File: src/common/cbm_cfg.svh
// timing, register map and reset constants of the buck mode and soft-start controller
`ifndef CBM_CFG_SVH
`define CBM_CFG_SVH

`define CBM_CLK_NS          20
`define CBM_MIN_OFF_NS      300
`define CBM_MIN_OFF_CYC     ((`CBM_MIN_OFF_NS + `CBM_CLK_NS - 1) / `CBM_CLK_NS)
`define CBM_NA_US           30
`define CBM_NA_CYC          ((`CBM_NA_US * 1000) / `CBM_CLK_NS)
`define CBM_SS_STEP_US      750
`define CBM_SS_STEP_CYC     ((`CBM_SS_STEP_US * 1000) / `CBM_CLK_NS)
`define CBM_SS_TOTAL_MS     3
`define CBM_SS_TOTAL_CYC    ((`CBM_SS_TOTAL_MS * 1000000) / `CBM_CLK_NS)
`define CBM_SS_STEPS        4

`define CBM_OFS_CTRL        12'h000
`define CBM_OFS_STATUS      12'h004
`define CBM_OFS_CYCLES      12'h008
`define CBM_CTRL_RESET      32'h0000_0001
`define CBM_CTRL_EN_BIT     0
`define CBM_ST_UVF_BIT      0
`define CBM_ST_UVPEN_BIT    1
`define CBM_ST_ILIM_LSB     2
`define CBM_ST_MODE_LSB     5
`define CBM_ST_VSEL_LSB     7
`define CBM_ST_STBY_BIT     9

`endif

File: src/common/cbm_pkg.sv
// types shared by the buck mode and soft-start controller
package cbm_pkg;

	typedef enum logic [1:0] {LVL_LOW, LVL_MID, LVL_HIGH} cbm_lvl_e;
	typedef enum logic [1:0] {MODE_SKIP, MODE_NOAUD, MODE_FPWM} cbm_mode_e;
	typedef enum logic [1:0] {VSEL_HIGH, VSEL_LOW, VSEL_ADJ} cbm_vsel_e;

	typedef struct packed {
		logic fb_below_ref;
		logic zero_cross;
		logic valley_over_limit;
		logic neg_limit_trip;
		logic ton_done;
		logic supply_ok;
		logic pg_low_ok;
		logic out_below_uv;
	} cbm_cmp_s;

	typedef struct packed {
		logic       hs_on;
		logic       ls_on;
		logic       ton_start;
		logic       discharge_en;
		logic       uvp_enable;
		logic       uv_fault;
		logic [2:0] ilim_quarters;
	} cbm_drv_s;

endpackage

File: src/design/cbm_mode_decode.sv
// decodes the multilevel pin states into output voltage and light-load mode
`timescale 1ns/100ps
module cbm_mode_decode (
	// clock and reset
	input  wire logic          pclk,
	input  wire logic          presetn,
	// decoded pin levels
	input  wire cbm_pkg::cbm_lvl_e output_mode_pin,
	input  wire cbm_pkg::cbm_lvl_e memory_type_select_pin,
	// selection
	output cbm_pkg::cbm_vsel_e     vsel,
	output cbm_pkg::cbm_mode_e     mode
);
	import cbm_pkg::*;

	cbm_vsel_e vsel_reg;
	cbm_mode_e mode_reg;
	cbm_vsel_e vsel_next;
	cbm_mode_e mode_next;

	always_comb begin
		if (output_mode_pin == LVL_HIGH) begin
			vsel_next = (memory_type_select_pin == LVL_HIGH) ? VSEL_HIGH : VSEL_LOW;
			mode_next = MODE_SKIP;
		end else begin
			vsel_next = VSEL_ADJ;
			case (memory_type_select_pin)
				LVL_HIGH: mode_next = MODE_FPWM;
				LVL_MID:  mode_next = MODE_NOAUD;
				default:  mode_next = MODE_SKIP;
			endcase
		end
	end

	always_ff @(posedge pclk or negedge presetn) begin
		if (!presetn) begin
			vsel_reg <= VSEL_ADJ;
			mode_reg <= MODE_SKIP;
		end else begin
			vsel_reg <= vsel_next;
			mode_reg <= mode_next;
		end
	end

	assign vsel = vsel_reg;
	assign mode = mode_reg;

	a_fixed_skip: assert property (@(posedge pclk) disable iff (!presetn)
		vsel_reg != VSEL_ADJ |-> mode_reg == MODE_SKIP)
		else $error("fixed output not in pulse-skip");
endmodule

File: src/design/cbm_ctrl.sv
// constant on-time buck switch control, mode handling and soft-start sequencer
`timescale 1ns/100ps
`include "cbm_cfg.svh"
module cbm_ctrl #(
	parameter int unsigned SS_STEP_CYC  = `CBM_SS_STEP_CYC,
	parameter int unsigned SS_TOTAL_CYC = `CBM_SS_TOTAL_CYC
) (
	// clock and reset
	input  wire logic              pclk,
	input  wire logic              presetn,
	// apb slave
	input  wire logic              psel,
	input  wire logic              penable,
	input  wire logic              pwrite,
	input  wire logic [11:0]       paddr,
	input  wire logic [31:0]       pwdata,
	output logic [31:0]            prdata,
	output logic                   pready,
	output logic                   pslverr,
	// analog flags and pins
	input  wire cbm_pkg::cbm_cmp_s cmp,
	input  wire cbm_pkg::cbm_lvl_e output_mode_pin,
	input  wire cbm_pkg::cbm_lvl_e memory_type_select_pin,
	input  wire logic              deep_sleep_control_input,
	// switch commands and status
	output cbm_pkg::cbm_drv_s      drv,
	output cbm_pkg::cbm_vsel_e     vsel
);
	import cbm_pkg::*;

	typedef enum logic [2:0] {SQ_STANDBY, SQ_SOFT, SQ_RUN, SQ_SOFTEND, SQ_LATCH} cbm_seq_e;
	typedef enum logic [2:0] {SW_IDLE, SW_DEAD_HS, SW_HS, SW_DEAD_LS, SW_LS, SW_NA_LS} cbm_sw_e;

	localparam logic [7:0]  MIN_OFF = 8'(`CBM_MIN_OFF_CYC);
	localparam logic [10:0] NA_CYC  = 11'(`CBM_NA_CYC);
	localparam logic [1:0]  LAST_STEP = 2'(`CBM_SS_STEPS - 1);

	cbm_mode_e   mode;
	cbm_seq_e    seq_reg;
	cbm_seq_e    seq_next;
	cbm_sw_e     sw_reg;
	cbm_sw_e     sw_next;
	logic [7:0]  off_cnt_reg;
	logic [10:0] na_cnt_reg;
	logic [17:0] ss_cnt_reg;
	logic [17:0] step_tmr_reg;
	logic [1:0]  step_reg;
	logic        uv_fault_reg;
	logic        sleep_q_reg;
	logic        sleep_vld_reg;
	logic [31:0] ctrl_reg;
	logic [15:0] cycles_reg;
	logic [31:0] prdata_reg;
	logic        sleep_toggle;
	logic        run_en;
	logic        off_ok;
	logic        na_due;
	logic        ss_end;
	logic        apb_wr;
	logic        apb_setup;

	cbm_mode_decode u_decode (
		.pclk                   (pclk),
		.presetn                (presetn),
		.output_mode_pin        (output_mode_pin),
		.memory_type_select_pin (memory_type_select_pin),
		.vsel                   (vsel),
		.mode                   (mode)
	);

	// firing condition for a new on-time
	function automatic logic fire_ok(input cbm_cmp_s c, input logic off_done);
		fire_ok = c.fb_below_ref && !c.valley_over_limit && off_done;
	endfunction

	// register address decode
	function automatic logic addr_hit(input logic [11:0] a);
		addr_hit = (a == `CBM_OFS_CTRL) || (a == `CBM_OFS_STATUS) || (a == `CBM_OFS_CYCLES);
	endfunction

	assign sleep_toggle = sleep_vld_reg && (deep_sleep_control_input != sleep_q_reg);
	assign run_en = ((seq_reg == SQ_SOFT) || (seq_reg == SQ_RUN)) && ctrl_reg[`CBM_CTRL_EN_BIT];
	assign off_ok = off_cnt_reg >= MIN_OFF;
	assign na_due = (mode == MODE_NOAUD) && (na_cnt_reg >= NA_CYC);
	assign ss_end = ss_cnt_reg == 18'(SS_TOTAL_CYC - 1);

	// sequencer
	always_comb begin
		seq_next = seq_reg;
		case (seq_reg)
			SQ_STANDBY: begin
				if (cmp.supply_ok) begin
					seq_next = SQ_SOFT;
				end
			end
			SQ_SOFT: begin
				if (!cmp.supply_ok) begin
					seq_next = SQ_STANDBY;
				end else if (ss_end) begin
					seq_next = cmp.pg_low_ok ? SQ_RUN : SQ_SOFTEND;
				end
			end
			SQ_RUN: begin
				if (!cmp.supply_ok) begin
					seq_next = SQ_STANDBY;
				end else if (cmp.out_below_uv) begin
					seq_next = SQ_SOFTEND;
				end
			end
			SQ_SOFTEND: seq_next = SQ_LATCH;
			SQ_LATCH: begin
				if (sleep_toggle) begin
					seq_next = SQ_STANDBY;
				end
			end
			default: seq_next = SQ_STANDBY;
		endcase
	end

	always_ff @(posedge pclk or negedge presetn) begin
		if (!presetn) begin
			seq_reg <= SQ_STANDBY;
		end else begin
			seq_reg <= seq_next;
		end
	end

	// fault latch
	always_ff @(posedge pclk or negedge presetn) begin
		if (!presetn) begin
			uv_fault_reg <= 1'b0;
		end else if (seq_next == SQ_SOFTEND) begin
			uv_fault_reg <= 1'b1;
		end else if (seq_reg == SQ_LATCH && sleep_toggle) begin
			uv_fault_reg <= 1'b0;
		end
	end

	// deep sleep input edge detection
	always_ff @(posedge pclk or negedge presetn) begin
		if (!presetn) begin
			sleep_q_reg   <= 1'b0;
			sleep_vld_reg <= 1'b0;
		end else begin
			sleep_q_reg   <= deep_sleep_control_input;
			sleep_vld_reg <= 1'b1;
		end
	end

	// soft-start timing
	always_ff @(posedge pclk or negedge presetn) begin
		if (!presetn) begin
			ss_cnt_reg   <= 18'h0;
			step_tmr_reg <= 18'h0;
			step_reg     <= 2'h0;
		end else if (seq_reg != SQ_SOFT) begin
			ss_cnt_reg   <= 18'h0;
			step_tmr_reg <= 18'h0;
			step_reg     <= 2'h0;
		end else begin
			ss_cnt_reg <= ss_cnt_reg + 18'h1;
			if (step_tmr_reg == 18'(SS_STEP_CYC - 1)) begin
				step_tmr_reg <= 18'h0;
				if (step_reg != LAST_STEP) begin
					step_reg <= step_reg + 2'h1;
				end
			end else begin
				step_tmr_reg <= step_tmr_reg + 18'h1;
			end
		end
	end

	// switch state machine
	always_comb begin
		sw_next = sw_reg;
		case (sw_reg)
			SW_IDLE: begin
				if (fire_ok(cmp, off_ok)) begin
					sw_next = SW_DEAD_HS;
				end else if (na_due) begin
					sw_next = SW_NA_LS;
				end
			end
			SW_DEAD_HS: sw_next = SW_HS;
			SW_HS: begin
				if (cmp.ton_done) begin
					sw_next = SW_DEAD_LS;
				end
			end
			SW_DEAD_LS: sw_next = SW_LS;
			SW_LS: begin
				if (fire_ok(cmp, off_ok)) begin
					sw_next = SW_DEAD_HS;
				end else if (mode == MODE_FPWM && cmp.neg_limit_trip) begin
					sw_next = SW_IDLE;
				end else if (mode != MODE_FPWM && cmp.zero_cross) begin
					sw_next = SW_IDLE;
				end
			end
			SW_NA_LS: begin
				if (fire_ok(cmp, off_ok)) begin
					sw_next = SW_DEAD_HS;
				end
			end
			default: sw_next = SW_IDLE;
		endcase
		if (!run_en) begin
			sw_next = SW_IDLE;
		end
	end

	always_ff @(posedge pclk or negedge presetn) begin
		if (!presetn) begin
			sw_reg <= SW_IDLE;
		end else begin
			sw_reg <= sw_next;
		end
	end

	// off-time and no-audible counters
	always_ff @(posedge pclk or negedge presetn) begin
		if (!presetn) begin
			off_cnt_reg <= 8'h0;
		end else if (sw_reg == SW_HS) begin
			off_cnt_reg <= 8'h0;
		end else if (!off_ok) begin
			off_cnt_reg <= off_cnt_reg + 8'h1;
		end
	end

	always_ff @(posedge pclk or negedge presetn) begin
		if (!presetn) begin
			na_cnt_reg <= 11'h0;
		end else if (sw_reg == SW_HS || mode != MODE_NOAUD) begin
			na_cnt_reg <= 11'h0;
		end else if (!na_due) begin
			na_cnt_reg <= na_cnt_reg + 11'h1;
		end
	end

	// outputs
	assign drv.hs_on         = (sw_reg == SW_HS);
	assign drv.ls_on         = (sw_reg == SW_LS) || (sw_reg == SW_NA_LS);
	assign drv.ton_start     = (sw_reg == SW_DEAD_HS);
	assign drv.discharge_en  = (seq_reg == SQ_STANDBY);
	assign drv.uvp_enable    = (seq_reg == SQ_RUN);
	assign drv.uv_fault      = uv_fault_reg;
	assign drv.ilim_quarters = (seq_reg == SQ_SOFT) ? {1'b0, step_reg} + 3'h1 : 3'h4;

	// apb registers
	assign apb_wr    = psel && penable && pwrite;
	assign apb_setup = psel && !penable;
	assign pready    = 1'b1;
	assign pslverr   = psel && penable && !addr_hit(paddr);
	assign prdata    = prdata_reg;

	always_ff @(posedge pclk or negedge presetn) begin
		if (!presetn) begin
			ctrl_reg <= `CBM_CTRL_RESET;
		end else if (apb_wr && paddr == `CBM_OFS_CTRL) begin
			ctrl_reg <= {31'h0, pwdata[`CBM_CTRL_EN_BIT]};
		end
	end

	always_ff @(posedge pclk or negedge presetn) begin
		if (!presetn) begin
			cycles_reg <= 16'h0;
		end else if (apb_wr && paddr == `CBM_OFS_CYCLES) begin
			cycles_reg <= 16'h0;
		end else if (drv.ton_start) begin
			cycles_reg <= cycles_reg + 16'h1;
		end
	end

	always_ff @(posedge pclk or negedge presetn) begin
		if (!presetn) begin
			prdata_reg <= 32'h0;
		end else if (apb_setup && !pwrite) begin
			case (paddr)
				`CBM_OFS_CTRL:   prdata_reg <= ctrl_reg;
				`CBM_OFS_STATUS: begin
					prdata_reg <= 32'h0;
					prdata_reg[`CBM_ST_UVF_BIT]   <= uv_fault_reg;
					prdata_reg[`CBM_ST_UVPEN_BIT] <= drv.uvp_enable;
					prdata_reg[`CBM_ST_ILIM_LSB +: 3] <= drv.ilim_quarters;
					prdata_reg[`CBM_ST_MODE_LSB +: 2] <= mode;
					prdata_reg[`CBM_ST_VSEL_LSB +: 2] <= vsel;
					prdata_reg[`CBM_ST_STBY_BIT]  <= drv.discharge_en;
				end
				`CBM_OFS_CYCLES: prdata_reg <= {16'h0, cycles_reg};
				default:         prdata_reg <= 32'h0;
			endcase
		end
	end

	// checks
	a_no_overlap: assert property (@(posedge pclk) disable iff (!presetn)
		!(drv.hs_on && drv.ls_on))
		else $error("both switches on");
	a_dead_cycle: assert property (@(posedge pclk) disable iff (!presetn)
		$fell(drv.hs_on) |-> !drv.ls_on ##1 1'b1)
		else $error("no dead cycle after high side");
	a_fire_cond: assert property (@(posedge pclk) disable iff (!presetn)
		$rose(drv.hs_on) |-> $past(cmp.fb_below_ref && !cmp.valley_over_limit && off_ok, 2))
		else $error("on-time started without firing condition");
	a_valley_hold: assert property (@(posedge pclk) disable iff (!presetn)
		(sw_reg == SW_IDLE && cmp.valley_over_limit) |=> sw_reg != SW_DEAD_HS)
		else $error("pulse fired over valley limit");
	a_skip_zc: assert property (@(posedge pclk) disable iff (!presetn)
		(sw_reg == SW_LS && mode != MODE_FPWM && cmp.zero_cross) |=> !drv.ls_on)
		else $error("low side kept on past zero crossing");
	a_neg_limit: assert property (@(posedge pclk) disable iff (!presetn)
		(sw_reg == SW_LS && mode == MODE_FPWM && cmp.neg_limit_trip) |=> !drv.ls_on)
		else $error("negative limit ignored");
	a_na_then_hs: assert property (@(posedge pclk) disable iff (!presetn)
		(sw_reg == SW_NA_LS && run_en && fire_ok(cmp, off_ok)) |=> !drv.ls_on ##1 drv.hs_on)
		else $error("forced cycle did not fire on-time");
	a_na_only: assert property (@(posedge pclk) disable iff (!presetn)
		$rose(sw_reg == SW_NA_LS) |-> $past(mode == MODE_NOAUD && na_cnt_reg >= NA_CYC))
		else $error("forced cycle outside no-audible timeout");
	a_standby: assert property (@(posedge pclk) disable iff (!presetn)
		seq_reg == SQ_STANDBY |-> !drv.hs_on && !drv.ls_on && drv.discharge_en)
		else $error("switching during standby");
	a_ss_start: assert property (@(posedge pclk) disable iff (!presetn)
		$rose(seq_reg == SQ_SOFT) |-> drv.ilim_quarters == 3'h1 && !drv.uvp_enable)
		else $error("soft-start not at quarter limit");
	a_ss_end: assert property (@(posedge pclk) disable iff (!presetn)
		(seq_reg == SQ_SOFT && ss_end && cmp.supply_ok) |=>
			(drv.uvp_enable || (uv_fault_reg && seq_reg == SQ_SOFTEND)))
		else $error("soft-start end mishandled");
	a_latch_hold: assert property (@(posedge pclk) disable iff (!presetn)
		(seq_reg == SQ_LATCH && !sleep_toggle) |=> seq_reg == SQ_LATCH && uv_fault_reg)
		else $error("fault latch released without toggle");
endmodule

File: config.mk
export PLATFORM = sky130hd
export DESIGN_NAME = cbm_ctrl
export DESIGN_NICKNAME = d
export VERILOG_FILES = /design/src/common/cbm_pkg.sv /design/src/design/cbm_mode_decode.sv /design/src/design/cbm_ctrl.sv
export VERILOG_INCLUDE_DIRS = /design/src /design/src/common
export SDC_FILE = /design/constraint.sdc
export NUM_CORES = 1
export LEC_CHECK = 0
export CAP_MARGIN = 20
export CORE_ASPECT_RATIO = 1.2
export CORE_UTILIZATION = 60
export DETAILED_ROUTE_END_ITERATION = 12
export DONT_BUFFER_PORTS = 1
export PLACE_DENSITY_LB_ADDON = 0.05
export SYNTH_ARGS = -nofsm -noshare
export SYNTH_HDL_FRONTEND = slang
export SYNTH_SLANG_ARGS = --single-unit
File: constraint.sdc
create_clock -name pclk -period 3.6 [get_ports pclk]
set_input_delay 0.36 -clock pclk [delete_from_list [all_inputs] [get_ports pclk]]
set_output_delay 0.36 -clock pclk [all_outputs]
set_load 0.01 [all_outputs]
==> results_dict.tcl, run 1 <==
set metrics [dict create \
    status "finished, final reports clean" \
    crit_type "reg -> out" \
    reg2reg_slack_ps 1560 \
    reg2regPathDepth 4 \
    synthMostInstantiatedCell "dfrtp_1" \
    start_util 0.620 \
    wl_mm 10.7 \
    yosys_warnings 0 \
    max_slew_margin 0.447 \
    fin_skew_ps 8.33 \
    slowest_delay_ps 690 \
    reg2reg_to "sw_reg[0]$_DFFE_PN0P_" \
    clock_path_buffers 2 \
    grt_pass1_vias 3827 \
    numCtsBuffers 9 \
    drtIter0Drc 263 \
    setup_tns_ps 0 \
    core_area_um2 8610 \
    yosys-top-cells-count "101 x dfrtp_1, 57 x nand2_1, 50 x nor2_1" \
    area_delta_synth_final_pct 5.51 \
    synth-async-reset-ratio 1.00 \
    yosys_most_used_dff "dfrtp_1" \
    nets 631 \
    crit_path_end_kind "output port" \
    drive_above_1_share 0.0653 \
    power.total_uw 2210 \
    yosysTopAreaCell "dfrtp_1" \
    timing.final.crit_share 0.656 \
    hp-start "memory_type_select_pin[1]" \
    synth_top_area_share 0.474 \
    synth-edff-count 0 \
    wire_per_inst_um 15.7 \
    cts_tree "done" \
    clk_latency_ps 370 \
    drc 0 \
    hold_viol 0 \
    num_vias 4009 \
    dieArea_um2 9270 \
    syn_inst 570 \
    hpwlAfterDp_mm 7.35 \
    grtUsageTotal 0.252 \
    max_clock_freq_mhz 424 \
    clkTransAtPathRegs_ps 100 \
    rows 37 \
    fill_cells 726 \
    crit_slowest_cell "or3b_2" \
    hold_path_class "in -> reg" \
    grt_max_degree 104 \
    io_pins 107 \
    arrival_ps 2000 \
    peakVddDrop_mv 0.214 \
    fin_crit_ps 2360 \
    synth.distinct_cells 54 \
    io_buffer_count 0 \
    start_kind "flip-flop" \
    whs_ps 55.1 \
    finalSetupViolations 0 \
    grt.overflow.total 0 \
    powerDensity_nw_per_um2 393 \
    reg2reg_from "off_cnt_reg[6]$_DFFE_PN0P_" \
    cap_violations 0 \
    clkSinkCount 103 \
    cts_setup_buffers 0 \
    cp_cell_sequence "or3b_2, nor2_1" \
    ys_seq_area_frac 0.484 \
    antenna_found_initial 0 \
    synth_area_um2 5340 \
    clockRootBuffer "clkbuf_8" \
    final_util 0.654 \
    drtPass1Iterations 4 \
    diodes 0 \
    startpoint "seq_reg[0]$_DFF_PN0_" \
    worstPathRequired_ps 3240 \
    htreeDepth 3 \
    dieWidth_um 88.1 \
    cp-endpoint "drv[0]" \
    drv_slew 0 \
    rsz0062_at_grt "no" \
    synth_area_leaders "dfrtp_1 47%, nand2_1 4.0%, nor2_1 3.5%, xnor2_1 3.1%, a21oi_1 3.0%" \
    syn_area_per_cell_um2 9.36 \
    grt_pass1_wl_mm 18.1 \
    worstMarginPinSlew_ps 822 \
    gp_congestion 0.811 \
    worstPathMaxFanout 19 \
    ys_ff_latch 103 \
    postRouteAntennaNets 0 \
    leakage_uw 0.00231 \
    viasPerCell 5.86 \
    die_y_um 105 \
]
per-layer routing:
metal / part of all wire / global-route usage
met5: 0 / 0
met1: 0.44 / 0.344
met2: 0.49 / 0.393
met3: 0.056 / 0.0579
met4: 0.013 / 0.0933
critical path, delay by kind of cell (launching register included):
family / cells / cell delay (ps)
AND/OR/NAND/NOR: 2 / 1120
flip-flops: 1 / 510
power breakdown:
group | total, uW | switching (uW) | internal, uW | leakage [uW]
Combinational | 119 | 80.0 | 38.9 | 0.000804
Clock | 886 | 402 | 484 | 0.000123
Sequential | 1210 | 27.1 | 1180 | 0.00138
Total | 2210 | 509 | 1700 | 0.00231
stage by stage:
stage / instance area [um2] / cells / setup WS [ps]
2_1_floorplan: 5400 / 586 / 1690
3_3_place_gp: 5330 / 665 / 1240
3_5_place_dp: 5330 / 665 / 1180
4_1_cts: 5630 / 684 / 1220
5_1_grt: 5630 / 684 / 1120
6_report: 5630 / 684 / 1240
what timing repair did:
item	4_1_cts	5_1_grt
gates resized for setup	0	0
endpoints found under the hold margin	104	0
hold buffers	3	0
area by class of cell:
cell class                 count  area (um2)  share of cell area
sequential                   103        2580               0.458
multi-input combinational    421        2500               0.444
tap                          117         146              0.0260
clock buffer                  10         138              0.0244
clock inverter                 6         115              0.0204
inverter                      21        78.8              0.0140
timing repair buffer           6        70.1              0.0124
kinds of logic after synthesis:
logic type,share of synthesized area
buf+inv,0.0589
other cells,0.00141
compound gates,0.115
fa+ha+maj,0.0164
flops,0.484
xor+xnor,0.0591
simple gates,0.256
mux,0.00962
layout by cell type (no fill, tap or decap), types with 4 or more instances in the layout:
master / netlist / routed
dfrtp_1: 101 / 101
nand2_1: 57 / 57
nor2_1: 50 / 50
a21oi_1: 32 / 32
o21ai_0: 30 / 30
inv_1: 21 / 21
nand3_1: 21 / 21
xnor2_1: 19 / 19
conb_1: 2 / 18
xor2_1: 17 / 17
o31ai_1: 15 / 15
nand4_1: 14 / 14
or4_1: 14 / 14
nor3_1: 13 / 13
or3_1: 12 / 12
nor4_1: 11 / 11
nand2b_1: 10 / 10
a22oi_1: 10 / 10
clkbuf_8: 0 / 10
and3_1: 9 / 9
nor2b_1: 7 / 7
ha_1: 7 / 7
and4_1: 6 / 6
nor3b_1: 5 / 5
and2_1: 5 / 5
mux2i_1: 4 / 4
how the worst min path moves through the flow:
stage	to	slack, ps	cells after the start
3_5_place_dp	na_cnt_reg[3]$_DFFE_PN0P_	70	0
5_1_grt	u_decode.mode[0]$_DFF_PN0_	30	1
3_3_place_gp	na_cnt_reg[3]$_DFFE_PN0P_	70	0
6_report	u_decode.mode[0]$_DFF_PN0_	60	1
4_1_cts	u_decode.mode[0]$_DFF_PN0_	40	1
2_1_floorplan	cycles_reg[0]$_DFFE_PN0P_	60	0
(Power assumes the default switching activity.)
==> inputs of run 2 (changes only) <==
ABC_AREA = 1   (was unset)
clock period = 2.4 ns   (was 3.6 ns; I/O delays follow)
==> run 2 against run 1 <==
The flow now finishes with violations (negative hold slack). Non-clock buffer count down 2. Combinational power rose to 5.1 times the previous value. Final cell count grew 30%. First-iteration DRC count up 13%. Register-to-register slack worse by 860 ps.
==> results_dict.tcl, run 2 <==
set metrics [dict create \
    start_util 0.615 \
    final_common_cell "nand2_1" \
    switchingPower_uw 1160 \
    p_int_uw 2950 \
    num_vias 4976 \
    power.total_uw 4110 \
    core_area_um2 9520 \
    place_ws_ps 711 \
    htreeDepth 3 \
    seqPwrFrac 0.465 \
    final_cell_mix "164 x nand2_1, 101 x dfrtp_1, 94 x inv_1" \
    ctsHoldBuffers 2 \
    arrival_ps 1780 \
    grtUsageTotal 0.265 \
    fin_crit_ps 2020 \
    highest_layer "met4" \
    grt_pass1_vias 4646 \
    whs_ps -421 \
    synth_area_um2 5850 \
    synth-edff-count 0 \
    worstMarginPinSlew_ps 501 \
    synthMostInstantiatedCell "nand2_1" \
    status "finished, violations left" \
    leakage_uw 0.00294 \
    drtPass1Iterations 8 \
    powerDensity_nw_per_um2 660 \
    violations "negative hold slack" \
    crit_path_end_kind "output port" \
    wl_met2_mm 6.32 \
    cts-resized-gates 0 \
    route.met3.wl_um 749 \
    drive_above_1_share 0.0910 \
    clkSinkCount 103 \
    worst_slack_ps 385 \
    max_slew_margin 0.663 \
    worstPathMaxFanout 26 \
    wl_mm 12.9 \
    met1_length_mm 5.65 \
    syn_inst 759 \
    dieArea_um2 10200 \
    nets 833 \
    cap_violations 0 \
    clock_path_buffers 2 \
    ys_ff_latch 103 \
    synth_top_area_share 0.432 \
    die_y_um 110 \
    syn_area_per_cell_um2 7.71 \
    synth-async-reset-ratio 1.00 \
    setup_tns_ps 0 \
    combinationalPowerShare 0.146 \
    io_buffer_count 0 \
    pwr-share-clk 0.388 \
    synth.distinct_cells 45 \
    clk_latency_ps 350 \
    crit_type "reg -> out" \
    gp_congestion 0.910 \
    hold_viol 103 \
    peakVddDrop_mv 0.527 \
    finalSetupViolations 0 \
    timing.final.crit_share 0.840 \
    viasPerCell 5.58 \
    clkTransAtPathRegs_ps 70 \
    antenna_found_initial 0 \
    grt.overflow.total 0 \
    ys_seq_area_frac 0.441 \
    yosys_warnings 0 \
    start_kind "flip-flop" \
    worstPathRequired_ps 2160 \
    dieWidth_um 92.2 \
    swShare 0.282 \
    rows 39 \
    postRouteAntennaNets 0 \
    clockRootBuffer "clkbuf_16" \
    drv_slew 0 \
    numCtsBuffers 9 \
    io_pins 107 \
    hold_path_class "in -> async" \
    wire_per_inst_um 14.5 \
    yosys-top-cells-count "164 x nand2_1, 101 x dfrtp_1, 94 x inv_1" \
    max_clock_freq_mhz 496 \
    grt_pass1_wl_mm 21.3 \
    grt_max_degree 104 \
    fin_skew_ps 8.48 \
    cts_tree "done" \
    synth_area_leaders "dfrtp_1 43%, nand2_1 11%, inv_1 6.0%, nor2_1 5.8%, nand3_1 5.0%" \
    rsz0062_at_grt "no" \
    diodes 0 \
    drc 0 \
    area_delta_synth_final_pct 6.56 \
    drtIter0Drc 297 \
    yosys_most_used_dff "dfrtp_1" \
    hpwlAfterDp_mm 9.28 \
    yosysTopAreaCell "dfrtp_1" \
]
## run 2: cell count changes after synthesis, sizes merged, moves of 12 or more
| cell | before | now |
|---|---|---|
| nand2 | 57 | 173 |
| or3 | 15 | 0 |
| nor3 | 13 | 35 |
| nor2 | 50 | 99 |
| nand3 | 23 | 65 |
| or4 | 14 | 0 |
| xnor2 | 19 | 1 |
| o21ai | 31 | 45 |
| clkbuf | 17 | 2 |
| inv | 21 | 108 |
| nand4 | 14 | 26 |
## run 2: critical path: stages, from the launching register on
cell and delay, ps:
dfrtp_1 440, inv_2 110, nand3_4 270, inv_2 290, nand2_1 170, inv_1 130
## run 2: layout make-up
class / instances / area, um2
fill: 853 / 3280
multi-input combinational: 538 / 2740
sequential: 103 / 2580
timing repair buffer: 4 / 35.0
inverter: 108 / 405
tap: 123 / 154
clock inverter: 5 / 81.3
clock buffer: 11 / 243
## run 2: power by group through the flow
stage | Sequential, uW | Combinational [uW] | Clock [uW]
2_1_floorplan | 1930 | 491 | 0
3_3_place_gp | 1940 | 563 | 0
3_5_place_dp | 1950 | 590 | 0
4_1_cts | 1910 | 596 | 1620
5_1_grt | 1920 | 682 | 1680
6_report | 1910 | 602 | 1600
## run 2: routing by layer
layer  vias to the layer above  GRT usage
met5                         -          0
met4                         0     0.0949
met3                        17     0.0521
met2                       163      0.441
met1                      2350      0.347
li1                       2446          -
## run 2: final timing paths
check                      slack, ps  cells after the start                  startpoint                          to
setup / recovery                 380                      5        seq_reg[2]$_DFF_PN0_                      drv[1]
hold / removal                  -420                      0                     presetn   step_tmr_reg[3]$_DFF_PN0_
setup reg to reg                 700                      7        seq_reg[2]$_DFF_PN0_       prdata[2]$_DFFE_PN0P_
hold reg to reg                  460                      1  off_cnt_reg[3]$_DFFE_PN0P_  off_cnt_reg[3]$_DFFE_PN0P_
max in group asynchronous       2580                      0                     presetn  u_decode.vsel[1]$_DFF_PN1_
min in group pclk                 10                      2   memory_type_select_pin[1]  u_decode.mode[1]$_DFF_PN0_
## run 2: logic make-up after synthesis
logic type	count (synthesis)	share of synthesized area
buf+inv	134	0.102
simple gates	412	0.339
fa+ha+maj	7	0.0150
compound gates	86	0.0802
flops	103	0.441
other cells	2	0.00128
xor+xnor	15	0.0225
## run 2: what timing repair did
action | CTS | global route
buffers inserted | 0 | 0
hold endpoints to repair | 106 | 103
setup endpoints to repair | 0 | 0
## run 2: stage by stage
step,std cells,util,area [um2]
after CTS,892,0.655,6240
after detailed placement,874,0.619,5890
after floorplan,775,-,5910
after global routing,892,0.655,6240
final,892,0.655,6240
after global placement,874,0.619,5890
==> inputs of run 3 (changes only) <==
ABC_AREA = 0   (was 1)
CORE_UTILIZATION = 57   (was 60)
clock period = 1.8 ns   (was 2.4 ns; I/O delays follow)
==> run 3 against run 2 <==
The flow still finishes with violations (negative hold slack). Core utilization is 1.6 points higher. Setup slack got worse by 340 ps. Global-route usage is 1.2 points lower. Critical path depth rose by 1. Largest cell class unchanged.
==> results_dict.tcl, run 3 (synthesized netlist as in run 1, its figures left out) <==
set metrics [dict create \
    area_delta_synth_final_pct 14.3 \
    die_y_um 108 \
    hold_path_class "in -> async" \
    fin_cells 749 \
    dp_cells 723 \
    start_kind "flip-flop" \
    grt_max_degree 104 \
    use_met1 0.325 \
    cap_violations 0 \
    worstPathMaxFanout 5 \
    start_util 0.587 \
    reg2reg_from "ss_cnt_reg[1]$_DFF_PN0_" \
    num_vias 4342 \
    final_util 0.672 \
    numCtsBuffers 9 \
    postRouteAntennaNets 0 \
    final_cell_mix "99 x dfrtp_1, 62 x buf_4, 57 x nand2_1" \
    fin_crit_ps 1750 \
    io_pins 107 \
    ctsHoldBuffers 5 \
    startpoint "seq_reg[1]$_DFF_PN0_" \
    drc 0 \
    antenna_found_initial 0 \
    gp_congestion 0.819 \
    grt_busiest_layer "met2" \
    fin_skew_ps 11.7 \
    clock_path_buffers 2 \
    hold_viol 103 \
    peakVddDrop_mv 0.402 \
    clk_latency_ps 370 \
    timing.final.crit_share 0.974 \
    whs_ps -504 \
    rows 38 \
    viasPerCell 5.80 \
    setup_tns_ps 0 \
    grt.overflow.total 0 \
    power.total_uw 3920 \
    core_area_um2 9080 \
    hpwlAfterDp_mm 8.14 \
    drtPass1Iterations 4 \
    final_common_cell "dfrtp_1" \
    drive_above_1_share 0.172 \
    grtUsageTotal 0.253 \
    worstPathRequired_ps 1620 \
    clkSinkCount 103 \
    wire_per_inst_um 15.4 \
    htreeDepth 3 \
    grt_pass1_vias 4261 \
    leakage_uw 0.00259 \
    nets 694 \
    violations "negative hold slack" \
    ff_latch_area_um2 2580 \
    clockRootBuffer "clkbuf_8" \
    gr-usage-met3 0.0457 \
    crit_type "reg -> out" \
    grt_use_met2 0.426 \
    fill_cells 767 \
    finalSetupViolations 0 \
    dieArea_um2 9750 \
    multiInputGateArea_um2 2590 \
    wl_mm 11.5 \
    diodes 0 \
    rsz0062_at_grt "yes" \
    io_buffer_count 0 \
    status "finished, violations left" \
    dieWidth_um 90.3 \
    max_clock_freq_mhz 570 \
    grt_pass1_wl_mm 19.7 \
    clkTransAtPathRegs_ps 90 \
    arrival_ps 1570 \
    drv_slew 0 \
    cts_tree "done" \
    powerDensity_nw_per_um2 643 \
    crit_path_end_kind "output port" \
    drtIter0Drc 241 \
]
run 3: timing repair:
action / in CTS / in global routing
pin swaps: 0 / 4
gates resized for setup: 7 / 16
buffers inserted: 2 / 4
setup endpoints to repair: 6 / 15
endpoints found under the hold margin: 109 / 103
run 3: worst max-delay path, stage by stage, from the launching register on:
cell     delay, ps
dfrtp_1        410
buf_6          140
nor3b_2        190
buf_4          150
nand2_1         90
inv_2           90
buf_4          120
run 3: area by class of cell:
type | count | area share
Clock buffer | 14 | 0.0250
Clock inverter | 1 | 0.000821
Inverter | 21 | 0.0129
Multi-Input combinational cell | 421 | 0.425
Sequential cell | 103 | 0.423
Tap cell | 120 | 0.0246
Timing Repair Buffer | 69 | 0.0882
run 3: per-layer routing:
layer	wire, um	share of wire
met3	614	0.053
met1	5070	0.44
met5	0	0
met2	5670	0.49
met4	193	0.017
run 3: final timing paths:
kind | endpoint | slack, ps | cells past startpoint
worst min register to register | step_tmr_reg[0]$_DFF_PN0_ | 470 | 1
min in group pclk | u_decode.vsel[0]$_DFF_PN0_ | 20 | 2
max in group asynchronous | u_decode.vsel[1]$_DFF_PN1_ | 2090 | 0
worst max register to register | ss_cnt_reg[17]$_DFF_PN0_ | 80 | 4
worst min-delay path | na_cnt_reg[4]$_DFFE_PN0P_ | -500 | 0
worst max-delay path | drv[1] | 50 | 6
run 3: through the flow:
step	setup WS [ps]	area, um2
floorplan	-6.54	5410
global placement	48.0	5750
detailed placement	3.49	5750
CTS	3.97	6000
global route	-28.0	6100
finish	46.3	6100
run 3: where the power goes:
group / total [uW] / internal (uW) / switching [uW]
logic: 251 / 111 / 139
clock network: 1270 / 535 / 731
registers: 2400 / 2360 / 45.2
